### src/tsr_pkg.sv
package tsr_pkg;

    ////////////////////////////////////////////////////////////////////////////
    // register map (byte addresses)
    localparam logic [7:0] TSR_OFF_CTRL = 8'h00;
    localparam logic [7:0] TSR_OFF_OWN = 8'h04;
    localparam logic [7:0] TSR_OFF_STAT = 8'h08;
    localparam logic [7:0] TSR_OFF_DATA = 8'h0c;

    ////////////////////////////////////////////////////////////////////////////
    // bus_control field positions
    localparam int TSR_B_FLAG = 7;
    localparam int TSR_B_ACK_EN = 6;
    localparam int TSR_B_START_REQ = 5;
    localparam int TSR_B_STOP_REQ = 4;
    localparam int TSR_B_WCOL = 3;
    localparam int TSR_B_IF_EN = 2;
    localparam int TSR_B_IRQ_EN = 0;
    localparam logic [7:0] TSR_CTRL_WMASK = 8'h75;

    ////////////////////////////////////////////////////////////////////////////
    // reset values
    localparam logic [7:0] TSR_RST_CTRL = 8'h00;
    localparam logic [7:0] TSR_RST_OWN = 8'hfe;
    localparam logic [7:0] TSR_RST_DATA = 8'hff;
    localparam logic [1:0] TSR_RST_PRESC = 2'h0;

    ////////////////////////////////////////////////////////////////////////////
    // status codes
    localparam logic [7:0] TSR_SC_OWN_W = 8'h60;
    localparam logic [7:0] TSR_SC_ARB_OWN_W = 8'h68;
    localparam logic [7:0] TSR_SC_GCALL = 8'h70;
    localparam logic [7:0] TSR_SC_ARB_GCALL = 8'h78;
    localparam logic [7:0] TSR_SC_DATA_ACK = 8'h80;
    localparam logic [7:0] TSR_SC_DATA_NACK = 8'h88;
    localparam logic [7:0] TSR_SC_GC_ACK = 8'h90;
    localparam logic [7:0] TSR_SC_GC_NACK = 8'h98;
    localparam logic [7:0] TSR_SC_STOP = 8'ha0;
    localparam logic [7:0] TSR_SC_NONE = 8'hf8;
    localparam logic [6:0] TSR_GCALL_ADDR = 7'h00;
    localparam logic [3:0] TSR_BITS_PER_BYTE = 4'h8;

    typedef enum logic [2:0] {
        S_IDLE,
        S_ADDR,
        S_ACK,
        S_HOLD,
        S_DATA,
        S_PASS
    } tsr_state_t;

endpackage : tsr_pkg

### src/tsr_line_if.sv
interface tsr_line_if;
    logic scl_rise;
    logic scl_fall;
    logic start_det;
    logic stop_det;
    logic sda_lvl;

    modport prod (output scl_rise, scl_fall, start_det, stop_det, sda_lvl);
    modport cons (input scl_rise, scl_fall, start_det, stop_det, sda_lvl);
endinterface : tsr_line_if

### src/tsr_slave_rx.sv
// Function
// - own_slave_address bits 7..1 hold the 7-bit address the slave answers.
// - own_slave_address bit 0 enables answering the general call address 0x00.
// - own or general call address is acknowledged only while ack_enable is one.
// - direction bit 0 enters receive mode, direction bit 1 enters transmit mode.
// - after own address plus write, set event_flag and present a status code.
// - lost arbitration then addressed for write gives status 0x68 or 0x78.
// - ack_enable cleared mid-transfer makes the next data byte get a NACK.
// - with ack_enable zero the address is ignored; recognition resumes when set.
// - in deep sleep, with ack_enable set, the address still matches and wakes.
// - after a waking match, SCL is held low until event_flag is cleared; the code holds it for a write address only.
// - after deep sleep the data register need not hold the last bus byte.
// - status 0x60 for own address with write acknowledged.
// - status 0x68 for lost arbitration then own write address acknowledged.
// - status 0x70 for general call address acknowledged.
// - status 0x78 for lost arbitration then general call acknowledged.
// - status 0x80 for a data byte acknowledged after own write address.
// - status 0x88 for a data byte not acknowledged; then unaddressed slave.
// - leaving addressed state re-arms recognition; start_request waits for free bus.
// - writing one to event_flag clears it and lets the transfer continue.
//
// Local design decisions: the address map and the APB slave port.
module tsr_slave_rx
    import tsr_pkg::*;
(
    input wire logic ref_clk,
    input wire logic rst_n,
    input wire logic psel,
    input wire logic penable,
    input wire logic pwrite,
    input wire logic [7:0] paddr,
    input wire logic [31:0] pwdata,
    output logic [31:0] prdata,
    output logic pready,
    output logic pslverr,
    input wire logic scl_i,
    output logic scl_o,
    output logic scl_oe,
    input wire logic sda_i,
    output logic sda_o,
    output logic sda_oe,
    input wire logic deep_sleep,
    input wire logic master_arb_lost,
    output logic wake_req,
    output logic slave_transmit_mode,
    output logic start_pending,
    output logic irq
);

    ////////////////////////////////////////////////////////////////////////////
    // state
    typedef struct packed {
        logic [7:0] ctrl;
        logic [7:0] own;
        logic [7:0] data;
        logic [7:0] code;
        logic [1:0] presc;
        tsr_state_t fsm;
        logic [7:0] shift;
        logic [3:0] cnt;
        logic gc;
        logic arb;
        logic in_data;
        logic acked;
        logic sda_drv;
        logic scl_hold;
        logic wake;
        logic tx_dir;
        logic bus_free;
    } tsr_regs_t;

    tsr_regs_t r_r;
    tsr_regs_t r_nxt;
    logic [1:0] rst_q_r;
    logic rst_sync_n;

    tsr_line_if line ();

    tsr_line_sync u_sync (
        .ref_clk(ref_clk),
        .rst_sync_n(rst_sync_n),
        .scl_i(scl_i),
        .sda_i(sda_i),
        .line(line)
    );

    ////////////////////////////////////////////////////////////////////////////
    // reset release
    always_ff @(posedge ref_clk or negedge rst_n) begin
        if (!rst_n) begin
            rst_q_r <= 2'h0;
        end else begin
            rst_q_r <= {rst_q_r[0], 1'b1};
        end
    end
    assign rst_sync_n = rst_q_r[1];

    ////////////////////////////////////////////////////////////////////////////
    // helpers
    function automatic logic [7:0] status_code(input logic in_data, input logic gc,
                                               input logic arb, input logic acked);
        logic [7:0] c;
        c = TSR_SC_NONE;
        if (!in_data) begin
            if (gc) begin
                c = arb ? TSR_SC_ARB_GCALL : TSR_SC_GCALL;
            end else begin
                c = arb ? TSR_SC_ARB_OWN_W : TSR_SC_OWN_W;
            end
        end else if (gc) begin
            c = acked ? TSR_SC_GC_ACK : TSR_SC_GC_NACK;
        end else begin
            c = acked ? TSR_SC_DATA_ACK : TSR_SC_DATA_NACK;
        end
        return c;
    endfunction : status_code

    function automatic logic [31:0] read_mux(input tsr_regs_t r, input logic [7:0] a);
        logic [31:0] d;
        d = 32'h0;
        case (a)
            TSR_OFF_CTRL: d = {24'h0, r.ctrl};
            TSR_OFF_OWN: d = {24'h0, r.own};
            TSR_OFF_STAT: d = {24'h0, r.code[7:3], 1'b0, r.presc};
            TSR_OFF_DATA: d = {24'h0, r.data};
            default: d = 32'h0;
        endcase
        return d;
    endfunction : read_mux

    function automatic logic mapped(input logic [7:0] a);
        return (a == TSR_OFF_CTRL) || (a == TSR_OFF_OWN) ||
               (a == TSR_OFF_STAT) || (a == TSR_OFF_DATA);
    endfunction : mapped

    ////////////////////////////////////////////////////////////////////////////
    // next state
    logic wr;
    logic set_flag;
    logic addr_hit;
    logic enabled;
    logic addressed_rx;

    assign wr = psel & penable & pwrite & mapped(paddr);
    assign enabled = r_r.ctrl[TSR_B_IF_EN];
    assign addressed_rx = !r_r.tx_dir &&
                          (r_r.fsm == S_DATA || r_r.fsm == S_ACK || r_r.fsm == S_HOLD);
    // own address match or enabled general call, gated by ack_enable
    assign addr_hit = r_r.ctrl[TSR_B_ACK_EN] &&
                      ((r_r.shift[7:1] == r_r.own[7:1]) ||
                       (r_r.shift[7:1] == TSR_GCALL_ADDR && r_r.own[0]));

    always_comb begin
        r_nxt = r_r;
        set_flag = 1'b0;

        if (master_arb_lost) begin
            r_nxt.arb = 1'b1;
        end
        if (line.start_det) begin
            r_nxt.bus_free = 1'b0;
        end else if (line.stop_det) begin
            r_nxt.bus_free = 1'b1;
        end

        if (!enabled) begin
            r_nxt.fsm = S_IDLE;
            r_nxt.sda_drv = 1'b0;
            r_nxt.scl_hold = 1'b0;
            r_nxt.wake = 1'b0;
        end else if ((line.start_det || line.stop_det) && r_r.fsm != S_HOLD) begin
            if (addressed_rx) begin
                r_nxt.code = TSR_SC_STOP;
                set_flag = 1'b1;
            end
            r_nxt.fsm = line.start_det ? S_ADDR : S_IDLE;
            r_nxt.cnt = 4'h0;
            r_nxt.sda_drv = 1'b0;
            r_nxt.tx_dir = 1'b0;
            r_nxt.in_data = 1'b0;
        end else begin
            unique case (r_r.fsm)
                S_IDLE, S_PASS: begin
                end
                S_ADDR, S_DATA: begin
                    if (line.scl_rise) begin
                        r_nxt.shift = {r_r.shift[6:0], line.sda_lvl};
                        r_nxt.cnt = r_r.cnt + 4'h1;
                    end else if (line.scl_fall && r_r.cnt == TSR_BITS_PER_BYTE) begin
                        r_nxt.cnt = 4'h0;
                        if (r_r.fsm == S_ADDR) begin
                            if (addr_hit) begin
                                r_nxt.gc = (r_r.shift[7:1] == TSR_GCALL_ADDR);
                                r_nxt.tx_dir = r_r.shift[0];
                                r_nxt.in_data = 1'b0;
                                r_nxt.acked = 1'b1;
                                r_nxt.sda_drv = 1'b1;
                                r_nxt.wake = deep_sleep;
                                r_nxt.fsm = S_ACK;
                            end else begin
                                r_nxt.fsm = S_PASS;
                            end
                        end else begin
                            // ack_enable sampled now decides this byte
                            r_nxt.acked = r_r.ctrl[TSR_B_ACK_EN];
                            r_nxt.sda_drv = r_r.ctrl[TSR_B_ACK_EN];
                            r_nxt.in_data = 1'b1;
                            r_nxt.fsm = S_ACK;
                        end
                    end
                end
                S_ACK: begin
                    if (line.scl_fall) begin
                        r_nxt.sda_drv = 1'b0;
                        if (r_r.tx_dir) begin
                            r_nxt.fsm = S_PASS;
                            r_nxt.arb = 1'b0;
                            r_nxt.wake = 1'b0;
                        end else begin
                            r_nxt.code = status_code(r_r.in_data, r_r.gc, r_r.arb,
                                                     r_r.acked);
                            set_flag = 1'b1;
                            r_nxt.scl_hold = 1'b1;
                            if (r_r.in_data && !deep_sleep) begin
                                r_nxt.data = r_r.shift;
                            end
                            r_nxt.fsm = S_HOLD;
                        end
                    end
                end
                S_HOLD: begin
                    if (!r_r.ctrl[TSR_B_FLAG]) begin
                        r_nxt.scl_hold = 1'b0;
                        r_nxt.wake = 1'b0;
                        r_nxt.arb = 1'b0;
                        r_nxt.cnt = 4'h0;
                        // a refused byte drops the slave to unaddressed
                        r_nxt.fsm = (r_r.in_data && !r_r.acked) ? S_PASS : S_DATA;
                    end
                end
            endcase
        end

        // register writes
        if (wr && paddr == TSR_OFF_CTRL) begin
            r_nxt.ctrl = (r_r.ctrl & ~TSR_CTRL_WMASK) | (pwdata[7:0] & TSR_CTRL_WMASK);
            if (pwdata[TSR_B_FLAG]) begin
                r_nxt.ctrl[TSR_B_FLAG] = 1'b0;
            end
        end
        if (wr && paddr == TSR_OFF_OWN) begin
            r_nxt.own = pwdata[7:0];
        end
        if (wr && paddr == TSR_OFF_STAT) begin
            r_nxt.presc = pwdata[1:0];
        end
        if (wr && paddr == TSR_OFF_DATA) begin
            r_nxt.data = pwdata[7:0];
            if (!r_r.ctrl[TSR_B_FLAG]) begin
                r_nxt.ctrl[TSR_B_WCOL] = 1'b1;
            end
        end
        // hardware set wins over a clear in the same cycle
        if (set_flag) begin
            r_nxt.ctrl[TSR_B_FLAG] = 1'b1;
        end
    end

    always_ff @(posedge ref_clk or negedge rst_sync_n) begin
        if (!rst_sync_n) begin
            r_r <= '{ctrl: TSR_RST_CTRL, own: TSR_RST_OWN, data: TSR_RST_DATA,
                     code: TSR_SC_NONE, presc: TSR_RST_PRESC, fsm: S_IDLE,
                     shift: 8'h00, cnt: 4'h0, gc: 1'b0, arb: 1'b0, in_data: 1'b0,
                     acked: 1'b0, sda_drv: 1'b0, scl_hold: 1'b0, wake: 1'b0,
                     tx_dir: 1'b0, bus_free: 1'b1};
        end else begin
            r_r <= r_nxt;
        end
    end

    ////////////////////////////////////////////////////////////////////////////
    // outputs
    assign prdata = read_mux(r_r, paddr);
    assign pready = 1'b1;
    assign pslverr = psel & penable & ~mapped(paddr);

    assign scl_o = 1'b0;
    assign scl_oe = r_r.scl_hold;
    assign sda_o = 1'b0;
    assign sda_oe = r_r.sda_drv;
    assign wake_req = r_r.wake;
    assign slave_transmit_mode = r_r.tx_dir && r_r.fsm != S_IDLE;
    assign start_pending = enabled & r_r.ctrl[TSR_B_START_REQ] & r_r.bus_free;
    assign irq = r_r.ctrl[TSR_B_FLAG] & r_r.ctrl[TSR_B_IRQ_EN];

endmodule : tsr_slave_rx

### src/tsr_line_sync.sv
module tsr_line_sync
    import tsr_pkg::*;
(
    input wire logic ref_clk,
    input wire logic rst_sync_n,
    input wire logic scl_i,
    input wire logic sda_i,
    tsr_line_if.prod line
);
    typedef struct packed {
        logic [1:0] scl_m;
        logic [1:0] sda_m;
        logic scl_q;
        logic sda_q;
    } tsr_sync_t;

    tsr_sync_t s_r;
    tsr_sync_t s_nxt;

    always_comb begin
        s_nxt = s_r;
        s_nxt.scl_m = {s_r.scl_m[0], scl_i};
        s_nxt.sda_m = {s_r.sda_m[0], sda_i};
        s_nxt.scl_q = s_r.scl_m[1];
        s_nxt.sda_q = s_r.sda_m[1];
    end

    always_ff @(posedge ref_clk or negedge rst_sync_n) begin
        if (!rst_sync_n) begin
            s_r <= '{scl_m: 2'h3, sda_m: 2'h3, scl_q: 1'b1, sda_q: 1'b1};
        end else begin
            s_r <= s_nxt;
        end
    end

    // edges compare second stage against its delayed copy only
    assign line.scl_rise = s_r.scl_m[1] & ~s_r.scl_q;
    assign line.scl_fall = ~s_r.scl_m[1] & s_r.scl_q;
    assign line.start_det = s_r.scl_m[1] & s_r.scl_q & ~s_r.sda_m[1] & s_r.sda_q;
    assign line.stop_det = s_r.scl_m[1] & s_r.scl_q & s_r.sda_m[1] & ~s_r.sda_q;
    assign line.sda_lvl = s_r.sda_m[1];

endmodule : tsr_line_sync

### config.mk
export PLATFORM = sky130hd
export DESIGN_NAME = tsr_slave_rx
export DESIGN_NICKNAME = d
export VERILOG_FILES = /design/src/tsr_pkg.sv /design/src/tsr_line_if.sv /design/src/tsr_slave_rx.sv /design/src/tsr_line_sync.sv
export SDC_FILE = /design/constraint.sdc
export NUM_CORES = 1
export LEC_CHECK = 0
export ABC_AREA = 1
export BUFFER_PORTS_ARGS = -buffer_cell sky130_fd_sc_hd__buf_2
export CORE_MARGIN = 5
export CORE_UTILIZATION = 49
export DETAILED_ROUTE_END_ITERATION = 10
export PLACE_DENSITY_LB_ADDON = 0.3
export REMOVE_ABC_BUFFERS = 1
export SLEW_MARGIN = 20
export SYNTH_ARGS = -nofsm -noshare
export SYNTH_HDL_FRONTEND = slang
export SYNTH_HIERARCHICAL = 1
export SYNTH_SLANG_ARGS = --single-unit
### constraint.sdc
create_clock -name ref_clk -period 1.9 [get_ports ref_clk]
set_input_delay 0.285 -clock ref_clk [delete_from_list [all_inputs] [get_ports ref_clk]]
set_output_delay 0.285 -clock ref_clk [all_outputs]
set_load 0.005 [all_outputs]
; ---- After elaboration in Yosys (flattened, before gate mapping)
; Cells that the tools add are included.
[word_totals]
register_bits = 66
inputBits = 49
out_inout_bits = 42
word_cells = 214
[classes]
addsub = 1
eq_ne = 37
muxes = 79
bitwise = 22
n_reduce_logical = 51
[op_table]
columns = cell, count
row1 = $mux 16, 4
row2 = $mux 8, 7
row3 = $mux 3, 16
row4 = $pmux 8 s4, 1
row5 = $mux 1, 28
row6 = $mux 4, 7
row7 = $ne 3x3->1 const B, 9
row8 = $reduce_and 5->1, 5
row9 = $reduce_bool 2->1, 12
row10 = $reduce_and 6->1, 3
row11 = $eq 8x4->1 const B, 2
row12 = $mux 5, 3
row13 = $and 1x1->1, 14
row14 = $mux 2, 7
row15 = $logic_and 1x1->1, 12
row16 = $ne 4x4->1 const B, 3
row17 = $pmux 3 s3, 1
row18 = $reduce_and 9->1, 1
row19 = $eq 8x3->1 const B, 1
row20 = $logic_not 8->1, 1
row21 = $ne 2x1->1 const B, 4
row22 = $ne 4x1->1 const B, 2
row23 = $ne 4x3->1 const B, 2
row24 = $or 8x7->8, 1
row25 = other kinds (22), 44

; ---- Logic depth before layout (Yosys ltp)
; Gate-level depths: netlist of run 1.
[depth]
depth_word = 11
ltp_mapped = 13
mapped_depth_nobuf = 13

; ---- By module
; Netlist of run 1, hierarchy kept.
[modules_own_cells]
columns = module, instances, cells_each, area_each_um2, seq_area_each_um2
row1 = tsr_slave_rx, 1, 457, 3465.8, 1427.6
row2 = tsr_line_sync, 1, 17, 198.9, 157.7

; ---- Worst setup path after synthesis of run 1
; OpenSTA, ideal clock, no wires.
[synth_timing]
path_type = register to register
start = register u_sync.s_r (netlist bit u_sync/s_nxt[1])
end = register r_r[11] (netlist name)
setup_time_ns = 0.088
arrival_ns = 1.623
required_time_ns = 1.812
path_slack_ns = 0.189
path_stages_with_launch = 11
path_buffers = 1
period_less_slack_ns = 1.711
cell_sequence = dfstp_2 > nand2_1 > nor2_1 > nor2_1 > inv_1 > nand2_8 > buf_6 > nand3_1 > nand2_2 > o21ai_0 > nor3b_1
[synth_via]
elab_chain_len = 7
elab_cells_between_ends = 18
classes_between = eq/ne: 2 / mux: 3 / bitwise: 8 / reduce/logical: 5
[synth_lines]
columns = item, line
row1 = from (decl), tsr_line_sync.sv:17  ; tsr_sync_t s_r;
row2 = from (signal assigned), tsr_line_sync.sv:30  ; s_r <= '{scl_m: 2'h3, sda_m: 2'h3, scl_q: 1'b1, sda_q: 1'b1};
row3 = from (signal assigned), tsr_line_sync.sv:32  ; s_r <= s_nxt;
row4 = $and 1x1->1 (*) (3 in series), tsr_line_sync.sv:39  ; assign line.start_det = s_r.scl_m[1] & s_r.scl_q & ~s_r.sda_m[1] & s_r.sda_q;
row5 = net line.start_det, tsr_line_if.sv:4  ; logic start_det;
row6 = $logic_or 1x1->1 (*), tsr_slave_rx.sv:171  ; end else if ((line.start_det || line.stop_det) && r_r.fsm != S_HOLD) begin
row7 = $logic_and 1x1->1 (*), tsr_slave_rx.sv:171
row8 = "$ne 4x4->1 (no line), or another cell as far along", -
row9 = $reduce_and 4->1 (no line), -
row10 = to (signal assigned), tsr_slave_rx.sv:271  ; r_r <= '{ctrl: TSR_RST_CTRL, own: TSR_RST_OWN, data: TSR_RST_DATA,
row11 = to (signal assigned), tsr_slave_rx.sv:277  ; r_r <= r_nxt;
row12 = to (decl), tsr_slave_rx.sv:72  ; tsr_regs_t r_r;
; Mark *: on every way through the listed nets, which the timed path passes. The rest lies on a longest branch.
; A chain may end at the register's enable or synchronous reset.

; ---- Worst setup path after layout of run 1
[layout_timing]
start = register u_sync/s_r[1] (netlist name)
end = register r_r[11] (netlist name)
[layout_via]
elab_chain_len = 7
elab_cells_between_ends = 18
classes_between = eq/ne: 2 / mux: 3 / bitwise: 8 / reduce/logical: 5
[layout_lines]
columns = item, line
row1 = $and 1x1->1 (*) (3 in series), tsr_line_sync.sv:40  ; assign line.stop_det = s_r.scl_m[1] & s_r.scl_q & s_r.sda_m[1] & ~s_r.sda_q;
row2 = net line.stop_det, tsr_line_if.sv:5  ; logic stop_det;
row3 = $logic_or 1x1->1 (*), tsr_slave_rx.sv:171
row4 = $logic_and 1x1->1 (*), tsr_slave_rx.sv:171
row5 = "$ne 4x4->1 (no line), or another cell as far along", -
row6 = $reduce_and 4->1 (no line), -
; Marked as above.

==> results of run 1 <==
[metal layers]
metal  vias to the layer above  share of wire (%)  track usage, %
met3                        29                8.6           4.105
met5                         -                  0               0
met1                      1551                 44           28.97
met2                       161                 45           32.18
li1                       1607                  -               -
met4                         0                3.0           8.995
[kinds of logic after synthesis]
family,count (synthesis),synth area share [%]
compound gates,73,12.15
buf+inv,106,14.44
flops,62,43.26
simple gates,228,29.02
fa+ha+maj,2,0.6827
other cells,2,0.2049
xor+xnor,1,0.2390
[path summary, 6_finish.rpt]
kind | startpoint | to | slack [ns] | cells after the start
worst min register to register | rst_q_r[1]$_DFF_PN0_ | r_r[12]$_DFFE_PN0P_ | 0.22 | 0
min in group asynchronous | rst_q_r[1]$_DFF_PN0_ | r_r[12]$_DFFE_PN0P_ | 0.22 | 0
worst max register to register | u_sync/s_r[1]$_DFF_PN1_ | r_r[11]$_DFFE_PN0P_ | 0.05 | 9
worst max-delay path | u_sync/s_r[1]$_DFF_PN1_ | r_r[11]$_DFFE_PN0P_ | 0.05 | 9
worst min-delay path | sda_i | u_sync/s_nxt[3]$_DFF_PN1_ | 0.04 | 1
max in group asynchronous | rst_q_r[1]$_DFF_PN0_ | r_r[32]$_DFFE_PN1P_ | 1.03 | 1
[area by class of cell]
type	instances	area [um2]	area share [%]
Clock buffer	12	135.1	3.130
Tap cell	99	123.9	2.869
Clock inverter	4	95.09	2.202
Inverter	68	260.3	6.027
Multi-Input combinational cell	332	1720	39.84
Sequential cell	62	1588	36.77
Timing Repair Buffer	62	395.4	9.157
[worst max-delay path, delay by kind of cell (launching register included)]
family	cells	cell delay [ns]
flops	1	0.54
simple gates	6	0.70
buf+inv	1	0.12
compound gates	2	0.40
[cells in the final DEF, fill, tap and decap left out, drive strengths merged]
cell / n
buf: 61
bufinv: 3
dfrtp: 35
clkbuf: 12
o211ai: 1
o21bai: 1
o21a: 1
nand3: 37
ha: 2
o2111ai: 6
nor4: 3
nand3b: 1
nor2: 44
and3: 2
a221oi: 1
nor3: 9
nand2: 121
clkinv: 1
a31oi: 9
inv: 68
dlygate4sd3: 1
a22oi: 1
nand4: 8
o21ai: 41
xnor2: 1
conb: 28
o22ai: 1
dfstp: 27
o32a: 1
and2: 1
nor3b: 2
a21oi: 10
[Yosys cell counts (all sizes together) (2+ instances only)]
master and count:
nor3 9, ha 2, and3 2, nor2 44
dfrtp 35, conb 2, clkbuf 4, nand3 37
nand4 8, nand2 121, nor4 3, buf 34
dfstp 27, a21oi 10, o2111ai 6, inv 68
o21ai 41, a31oi 9, nor3b 2
[registers in the layout, summed over array words and instances, names as in the netlist]
register,cells
enabled,1
r_r,50
rst_q_r,2
scl_oe,1
sda_oe,1
u_sync/line.sda_lvl,1
u_sync/s_nxt,3
u_sync/s_r,2
wake_req,1
[what timing repair did]
action / 4_1_cts / 5_1_grt
resized for setup: 1 / 22
endpoints found under the hold margin: 2 / 0
gates cloned: 0 / 0
hold buffers: 1 / 0
endpoints found under the setup margin: 5 / 25
[stage by stage]
stage	cells	total power [mW]	setup slack (ns)
final	639	2.883	0.04944
after global routing	639	2.989	-0.09425
after CTS	639	2.900	0.006103
after detailed placement	622	1.503	-0.01846
after global placement	622	1.499	0.03503
after floorplan	462	1.436	-0.06909
[power groups by stage]
| stage | Combinational (mW) | Sequential [mW] | Clock, mW |
|---|---|---|---|
| 6_report | 0.127 | 1.36 | 1.40 |
| 5_1_grt | 0.146 | 1.36 | 1.48 |
| 4_1_cts | 0.123 | 1.36 | 1.42 |
| 3_5_place_dp | 0.121 | 1.38 | 0 |
| 3_3_place_gp | 0.118 | 1.38 | 0 |
| 2_1_floorplan | 0.0477 | 1.39 | 0 |
==> flow_summary.yaml, run 1 <==
outcome:
  status: "finished, final reports clean"
global_route:
  grt_antenna_before_repair: 0
  grt_pass1_vias: 3104
  grt_util_all_layers_pct: 21.00
  grt_start_max_net_pins: 42
  grt_pass1_wl_um: 14860
  overflow: 0
critical_path:
  cpMostUsedCell: "nor2_2"
  cp_max_fo: 7
  critPathSlowestCell: "dfstp_2"
  cp_data_arrival_time_ns: 2.11
  worst-setup-path-type: "register to register"
  critPathLaunchType: "register"
  crit_path_end_kind: "register"
  crit_chain: "nand2_1 -> nor2_2 -> nor2_2 -> inv_2 -> nor2_1 -> a21oi_1 -> nand2_2 -> o21ai_0 -> nor3b_2"
  crit_required_ns: 2.16
  slowest_delay_ns: 0.54
cells_and_area:
  layout-drive-gt1-share_pct: 27.04
  antenna_cells: 0
  stdcell_area_mm2: 0.004318
  area_growth_syn_to_layout_pct: 17.82
  nNetsFinal: 586
  n_fill_cell: 644
  post-route-util_pct: 59.53
place:
  port_buffers: 39
  hpwl_um: 6768
  dpl_cell_area_mm2: 0.004004
  gp_congestion: 0.9438
logic_synthesis:
  synth_edf_count: 0
  seq_area_frac_synth_pct: 43.26
  synthArstFlopShare_pct: 100.0
  ys_warn_count: 6
  synthCells: 474
  syn_area_per_cell_um2: 7.732
  yosysTopAreaCell: "dfrtp_1"
  synth_area_leaders: "dfrtp_1, dfstp_2, nand2_1"
  synth_area_mm2: 0.003665
  synth.top_cell.area_share_pct: 23.90
  synth-main-ff-cell: "dfrtp_1"
  synth_seq_cells: 62
  synth_cell_types: 43
flow_run:
  drv_cap: 0
routing:
  antenna_left: 0
  viasPerCell: 5.239
  wl_per_cell_um: 14.67
  drtIter0Drc: 288
  firstDrtPassIters: 5
  wl_um: 9377
  via_count: 3348
  drc: 0
cts:
  h-tree-depth: 3
  cts_root_buffer: "clkbuf_8"
  clkSlewWorstSetupHoldPaths_ns: 0.06
  clk_path_buf_depth: 2
  clkLatencyLatePin_ns: 0.35
  postCtsSetupBuffers: 0
  cts_tree: "yes"
  clkSinkCount: 62
  numCtsBuffers: 9
timing:
  drv_slew: 0
  finalCritPeriodShare_pct: 97.40
  hold_slack_ns: 0.03929
  finalClockSkew_ns: 0.01156
  fin_setup_tns_ns: 0
  setup_viol: 0
  period_minus_slack_ns: 1.851
  timing.final.hold_violations: 0
  grt_setup_unrepaired: "true"
  timing.fmax_mhz: 540.4
pwr:
  comb_power_share_pct: 4.4
  power.switching_mw: 0.6241
  ir_drop_mv: 0.4041
  leakage_nw: 2.107
  powerDensity_mw_per_mm2: 667.7
  p_int_mw: 2.259
  p_sw_share_pct: 21.65
  p_seq_share_pct: 47.1
  p_clk_share_pct: 48.4
die:
  rows: 31
  die_w_um: 96.48
  start_util_pct: 50.53
  io_pins: 91
  core_area_mm2: 0.007253
  dieArea_mm2: 0.009308
  die_h_um: 96.48
min_path:
  hold_class: "input pin to register"
Note: power is estimated with default switching activity, not from simulation.
==> inputs of run 2 (changes only) <==
CORE_UTILIZATION = 23   (was 49)
SETUP_SLACK_MARGIN = 0.05   (was default)
==> run 2 against run 1 <==
Clock power up 28%. Critical endpoint is now r_r[12]$_DFFE_PN0P_. Core utilization down 30 points. Combinational power up 21%. Maximum frequency up 3.9%. Register-to-register slack better by 0.07 ns. Critical path type unchanged. Routed wire length up 7.1%. Power up 14%. Worst setup slack better by 0.069 ns.
==> flow_summary.yaml, run 2 (synthesized netlist as in run 1, its figures left out) <==
outcome:
  status: "finished, final reports clean"
timing:
  timing.final.hold_violations: 0
  drv_slew: 0
  finalClockSkew_ns: 0.004182
  period_minus_slack_ns: 1.781
  fin_setup_tns_ns: 0
  hold_slack_ns: 0.05400
  setup_viol: 0
  finalCritPeriodShare_pct: 93.76
  timing.fmax_mhz: 561.3
  grt_setup_unrepaired: "true"
die:
  start_util_pct: 23.24
  core_area_mm2: 0.01577
  die_h_um: 136.2
  rows: 46
  dieArea_mm2: 0.01856
  die_w_um: 136.2
  io_pins: 91
place:
  port_buffers: 39
  dpl_cell_area_mm2: 0.004203
  hpwl_um: 7644
  gp_congestion: 0.8615
  dp_cells: 746
pwr:
  powerDensity_mw_per_mm2: 696.5
  finalPower_mw: 3.298
  ir_drop_mv: 0.3742
  leakage_nw: 2.187
cts:
  clkSlewWorstSetupHoldPaths_ns: 0.05
  h-tree-depth: 3
  clk_path_buf_depth: 2
  numCtsBuffers: 9
  clkSinkCount: 62
  cts_root_buffer: "clkbuf_16"
  clkLatencyLatePin_ns: 0.33
  cts_tree: "yes"
routing:
  antenna_left: 0
  drc: 0
  drtIter0Drc: 181
  via_count: 3209
  wl_um: 10040
  wl_per_cell_um: 13.13
  firstDrtPassIters: 5
  viasPerCell: 4.195
critical_path:
  critPathLaunchType: "register"
  crit_chain: "nand2_2 -> nor2_4 -> nor2_4 -> inv_4 -> nand2_8 -> buf_4 -> nand3_2 -> nand2_4 -> nor3_1 -> nor3b_2"
  crit_path_end_kind: "register"
  cp_max_fo: 7
  cp_data_arrival_time_ns: 1.99
  crit_required_ns: 2.11
  slowest_delay_ns: 0.58
  worst-setup-path-type: "register to register"
  critPathSlowestCell: "dfstp_2"
  cpMostUsedCell: "nor2_4"
  reg2reg_depth: 10
global_route:
  grt_pass1_vias: 3234
  met1_usage_pct: 15.43
  grt_util_all_layers_pct: 11.34
  met3_usage_pct: 2.332
  grt_pass1_wl_um: 16480
  grt_antenna_before_repair: 0
  overflow: 0
  grt_start_max_net_pins: 61
  grt_use_met2_pct: 17.61
  busiest_layer: "met2"
cells_and_area:
  area_growth_syn_to_layout_pct: 29.22
  fin_cells: 765
  layout-drive-gt1-share_pct: 32.79
  regMostFlops: "r_r"
  stdcell_area_mm2: 0.004736
  final_cell_mix: "nand2_1, inv_1, buf_2, dfrtp_1"
  final_common_cell: "nand2_1"
  antenna_cells: 0
  nNetsFinal: 595
  largest_register_ffs: 50
min_path:
  hold_depth: 1
  hold_class: "input pin to register"
flow_run:
  drv_cap: 0
[run 2: cell type report]
cell class                      count  area [um2]
Tap cell                          216       270.3
Timing Repair Buffer               71       462.9
Clock buffer                       11       242.7
Multi-Input combinational cell    332        1828
Fill cell                        1731       11030
Clock inverter                      5       82.58
Sequential cell                    62        1587
Inverter                           68       262.8
[run 2: worst paths after layout]
| path | from | endpoint | slack (ns) |
|---|---|---|---|
| max in group asynchronous | rst_q_r[1]$_DFF_PN0_ | r_r[43]$_DFFE_PN1P_ | 1.32 |
| min reg2reg | rst_q_r[1]$_DFF_PN0_ | r_r[12]$_DFFE_PN0P_ | 0.27 |
| max reg2reg | u_sync/s_r[1]$_DFF_PN1_ | r_r[12]$_DFFE_PN0P_ | 0.12 |
| min | sda_i | u_sync/s_nxt[3]$_DFF_PN1_ | 0.05 |
| max | u_sync/s_r[1]$_DFF_PN1_ | r_r[12]$_DFFE_PN0P_ | 0.12 |
| min in group asynchronous | rst_q_r[1]$_DFF_PN0_ | r_r[12]$_DFFE_PN0P_ | 0.27 |
[run 2: stage by stage]
step	setup slack (ns)	util [%]
4_1_cts	0.05756	28.90
3_3_place_gp	-0.06696	26.65
5_1_grt	-0.01697	30.03
2_1_floorplan	-0.06909	-
3_5_place_dp	-0.06999	26.65
6_report	0.1185	30.03
[run 2: what timing repair did]
action / in CTS / in global routing
resized for setup: 6 / 50
endpoints found under the hold margin: 2 / 0
pin swaps: 0 / 9
setup buffers: 0 / 2
hold buffers: 1 / 0
endpoints found under the setup margin: 14 / 37
[run 2: where the power goes]
group / internal [mW] / switching, mW
registers: 1.35 / 0.00778
clock network: 1.18 / 0.608
logic: 0.0533 / 0.101
[run 2: per-layer routing]
layer | part of all wire, % | routed length [um]
met5 | 0 | 0
met4 | 2.2 | 219
met3 | 4.2 | 423
met2 | 47 | 4755
met1 | 46 | 4646
[run 2: critical path, delay by kind of cell, from the launching register on]
family | cells | cell delay [ns]
and+or+nand+nor | 8 | 0.81
DFF | 1 | 0.58
buffers and inverters | 2 | 0.25
==> inputs of run 3 (changes only) <==
clock period = 1.97 ns   (was 1.9 ns; I/O delays follow)
==> run 3 against run 2 <==
Sequential share of layout area increased by 1.2 points. Sequential power decreased by 4%. Clock power about the same. Critical endpoint is now prdata[2]. Sequential cell count stayed put. Cell count down 1.2%. Global-route usage decreased by 0.31 points. Non-clock buffer count decreased by 9. Via count down 1.1%.
==> flow_summary.yaml, run 3 (synthesized netlist as in run 1, its figures left out) <==
outcome:
  status: "finished, final reports clean"
flow_run:
  drv_cap: 0
critical_path:
  cp_data_arrival_time_ns: 1.51
  critPathLaunchType: "input pin"
  crit_required_ns: 1.67
  worst-setup-path-type: "input pin to primary output"
  cp_max_fo: 8
  crit_path_end_kind: "primary output"
place:
  gp_congestion: 0.8460
  dp_slack_ns: -0.01200
  port_buffers: 39
  hpwl_um: 7584
  dp_cells: 736
cts:
  clkLatencyLatePin_ns: 0.32
  clk_path_buf_depth: 2
  clkSlewWorstSetupHoldPaths_ns: 0.05
  clkSinkCount: 62
  numCtsBuffers: 9
  h-tree-depth: 3
  cts_tree: "yes"
  cts_root_buffer: "clkbuf_16"
routing:
  via_count: 3173
  antenna_left: 0
  wl_per_cell_um: 13.08
  viasPerCell: 4.197
  firstDrtPassIters: 4
  wl_um: 9889
  drtIter0Drc: 184
  drc: 0
timing:
  timing.final.hold_violations: 0
  drv_slew: 0
  setup_viol: 0
  timing.fmax_mhz: 552.6
  hold_slack_ns: 0.07468
  setup_ws_ns: 0.1604
  period_minus_slack_ns: 1.810
  grt_setup_unrepaired: "false"
  finalCritPeriodShare_pct: 91.86
  finalClockSkew_ns: 0.007276
global_route:
  grt_pass1_vias: 3154
  grt_util_all_layers_pct: 11.02
  grt_pass1_wl_um: 16260
  overflow: 0
  grt_start_max_net_pins: 61
  grt_antenna_before_repair: 0
die:
  die_w_um: 136.2
  io_pins: 91
  core_area_mm2: 0.01577
  start_util_pct: 23.24
  rows: 46
  die_h_um: 136.2
  dieArea_mm2: 0.01856
cells_and_area:
  area_growth_syn_to_layout_pct: 24.72
  final_common_cell: "nand2_1"
  fin_cells: 756
  largest_register_ffs: 50
  antenna_cells: 0
  layout-drive-gt1-share_pct: 27.22
  final_cell_mix: "nand2_1, inv_1, buf_2, nand3_1, nor2_1"
  regMostFlops: "r_r"
  nNetsFinal: 586
pwr:
  ir_drop_mv: 0.3827
  leakage_nw: 2.150
  powerDensity_mw_per_mm2: 699.9
min_path:
  hold_class: "input pin to register"
[run 3: cell types whose count changed in the layout (fill, tap and decap cells not counted), moves of 4 or more]
| cell | before | now |
|---|---|---|
| buf_4 | 29 | 20 |
| nand2_1 | 104 | 110 |
| nor2_1 | 29 | 35 |
| nand2_2 | 12 | 8 |
[run 3: per-layer routing]
metal / GRT usage, % / vias up / wire length (um)
met4: 3.191 / 0 / 88
met3: 2.739 / 7 / 461
met5: 0 / - / 0
met1: 14.73 / 1496 / 4561
li1: - / 1604 / -
met2: 17.67 / 66 / 4778
[run 3: worst max-delay path, cell delays in order]
cell,delay (ns)
buf_2,0.10
nor2_1,0.12
nand2_2,0.07
buf_4,0.15
nor4_4,0.25
buf_4,0.19
a22oi_1,0.07
o21ai_0,0.11
buf_2,0.15
[run 3: path summary, 6_finish.rpt]
check | cells past startpoint | startpoint | slack [ns] | endpoint
setup / recovery | 9 | paddr[7] | 0.16 | prdata[2]
min in group asynchronous | 1 | rst_q_r[1]$_DFF_PN0_ | 0.24 | r_r[10]$_DFFE_PN0P_
max in group asynchronous | 1 | rst_q_r[1]$_DFF_PN0_ | 1.35 | r_r[31]$_DFFE_PN1P_
setup reg to reg | 11 | u_sync/line.sda_lvl$_DFF_PN1_ | 0.19 | r_r[21]$_DFFE_PN0P_
hold / removal | 1 | sda_i | 0.07 | u_sync/s_nxt[3]$_DFF_PN1_
hold reg to reg | 1 | rst_q_r[1]$_DFF_PN0_ | 0.24 | r_r[10]$_DFFE_PN0P_
[run 3: where the power goes]
group          switching, mW  internal [mW]
sequential           0.00757           1.30
combinational         0.0909         0.0425
clock                  0.585           1.18
[run 3: repair_timing]
item,in CTS,in global routing
gates resized for setup,1,26
hold endpoints to repair,2,0
pin swaps,0,7
hold buffers,1,0
endpoints found under the setup margin,4,37
buffers inserted,0,3
[run 3: through the flow]
step | cell area (um2) | util [%] | setup TNS [ns] | power, mW
2_1_floorplan | 3493 | - | 0 | 1.385
3_3_place_gp | 4128 | 26.17 | 0 | 1.449
3_5_place_dp | 4128 | 26.17 | -0.01200 | 1.451
4_1_cts | 4472 | 28.36 | 0 | 3.236
5_1_grt | 4571 | 28.98 | 0 | 3.318
6_report | 4571 | 28.98 | 0 | 3.199
[run 3: cell type report]
type / instances / area (um2)
clock buffer: 11 / 252.7
clock inverter: 5 / 81.33
fill: 1738 / 11200
inverter: 68 / 260.3
multi-input combinational: 332 / 1724
sequential: 62 / 1587
tap: 216 / 270.3
timing repair buffer: 62 / 395.4
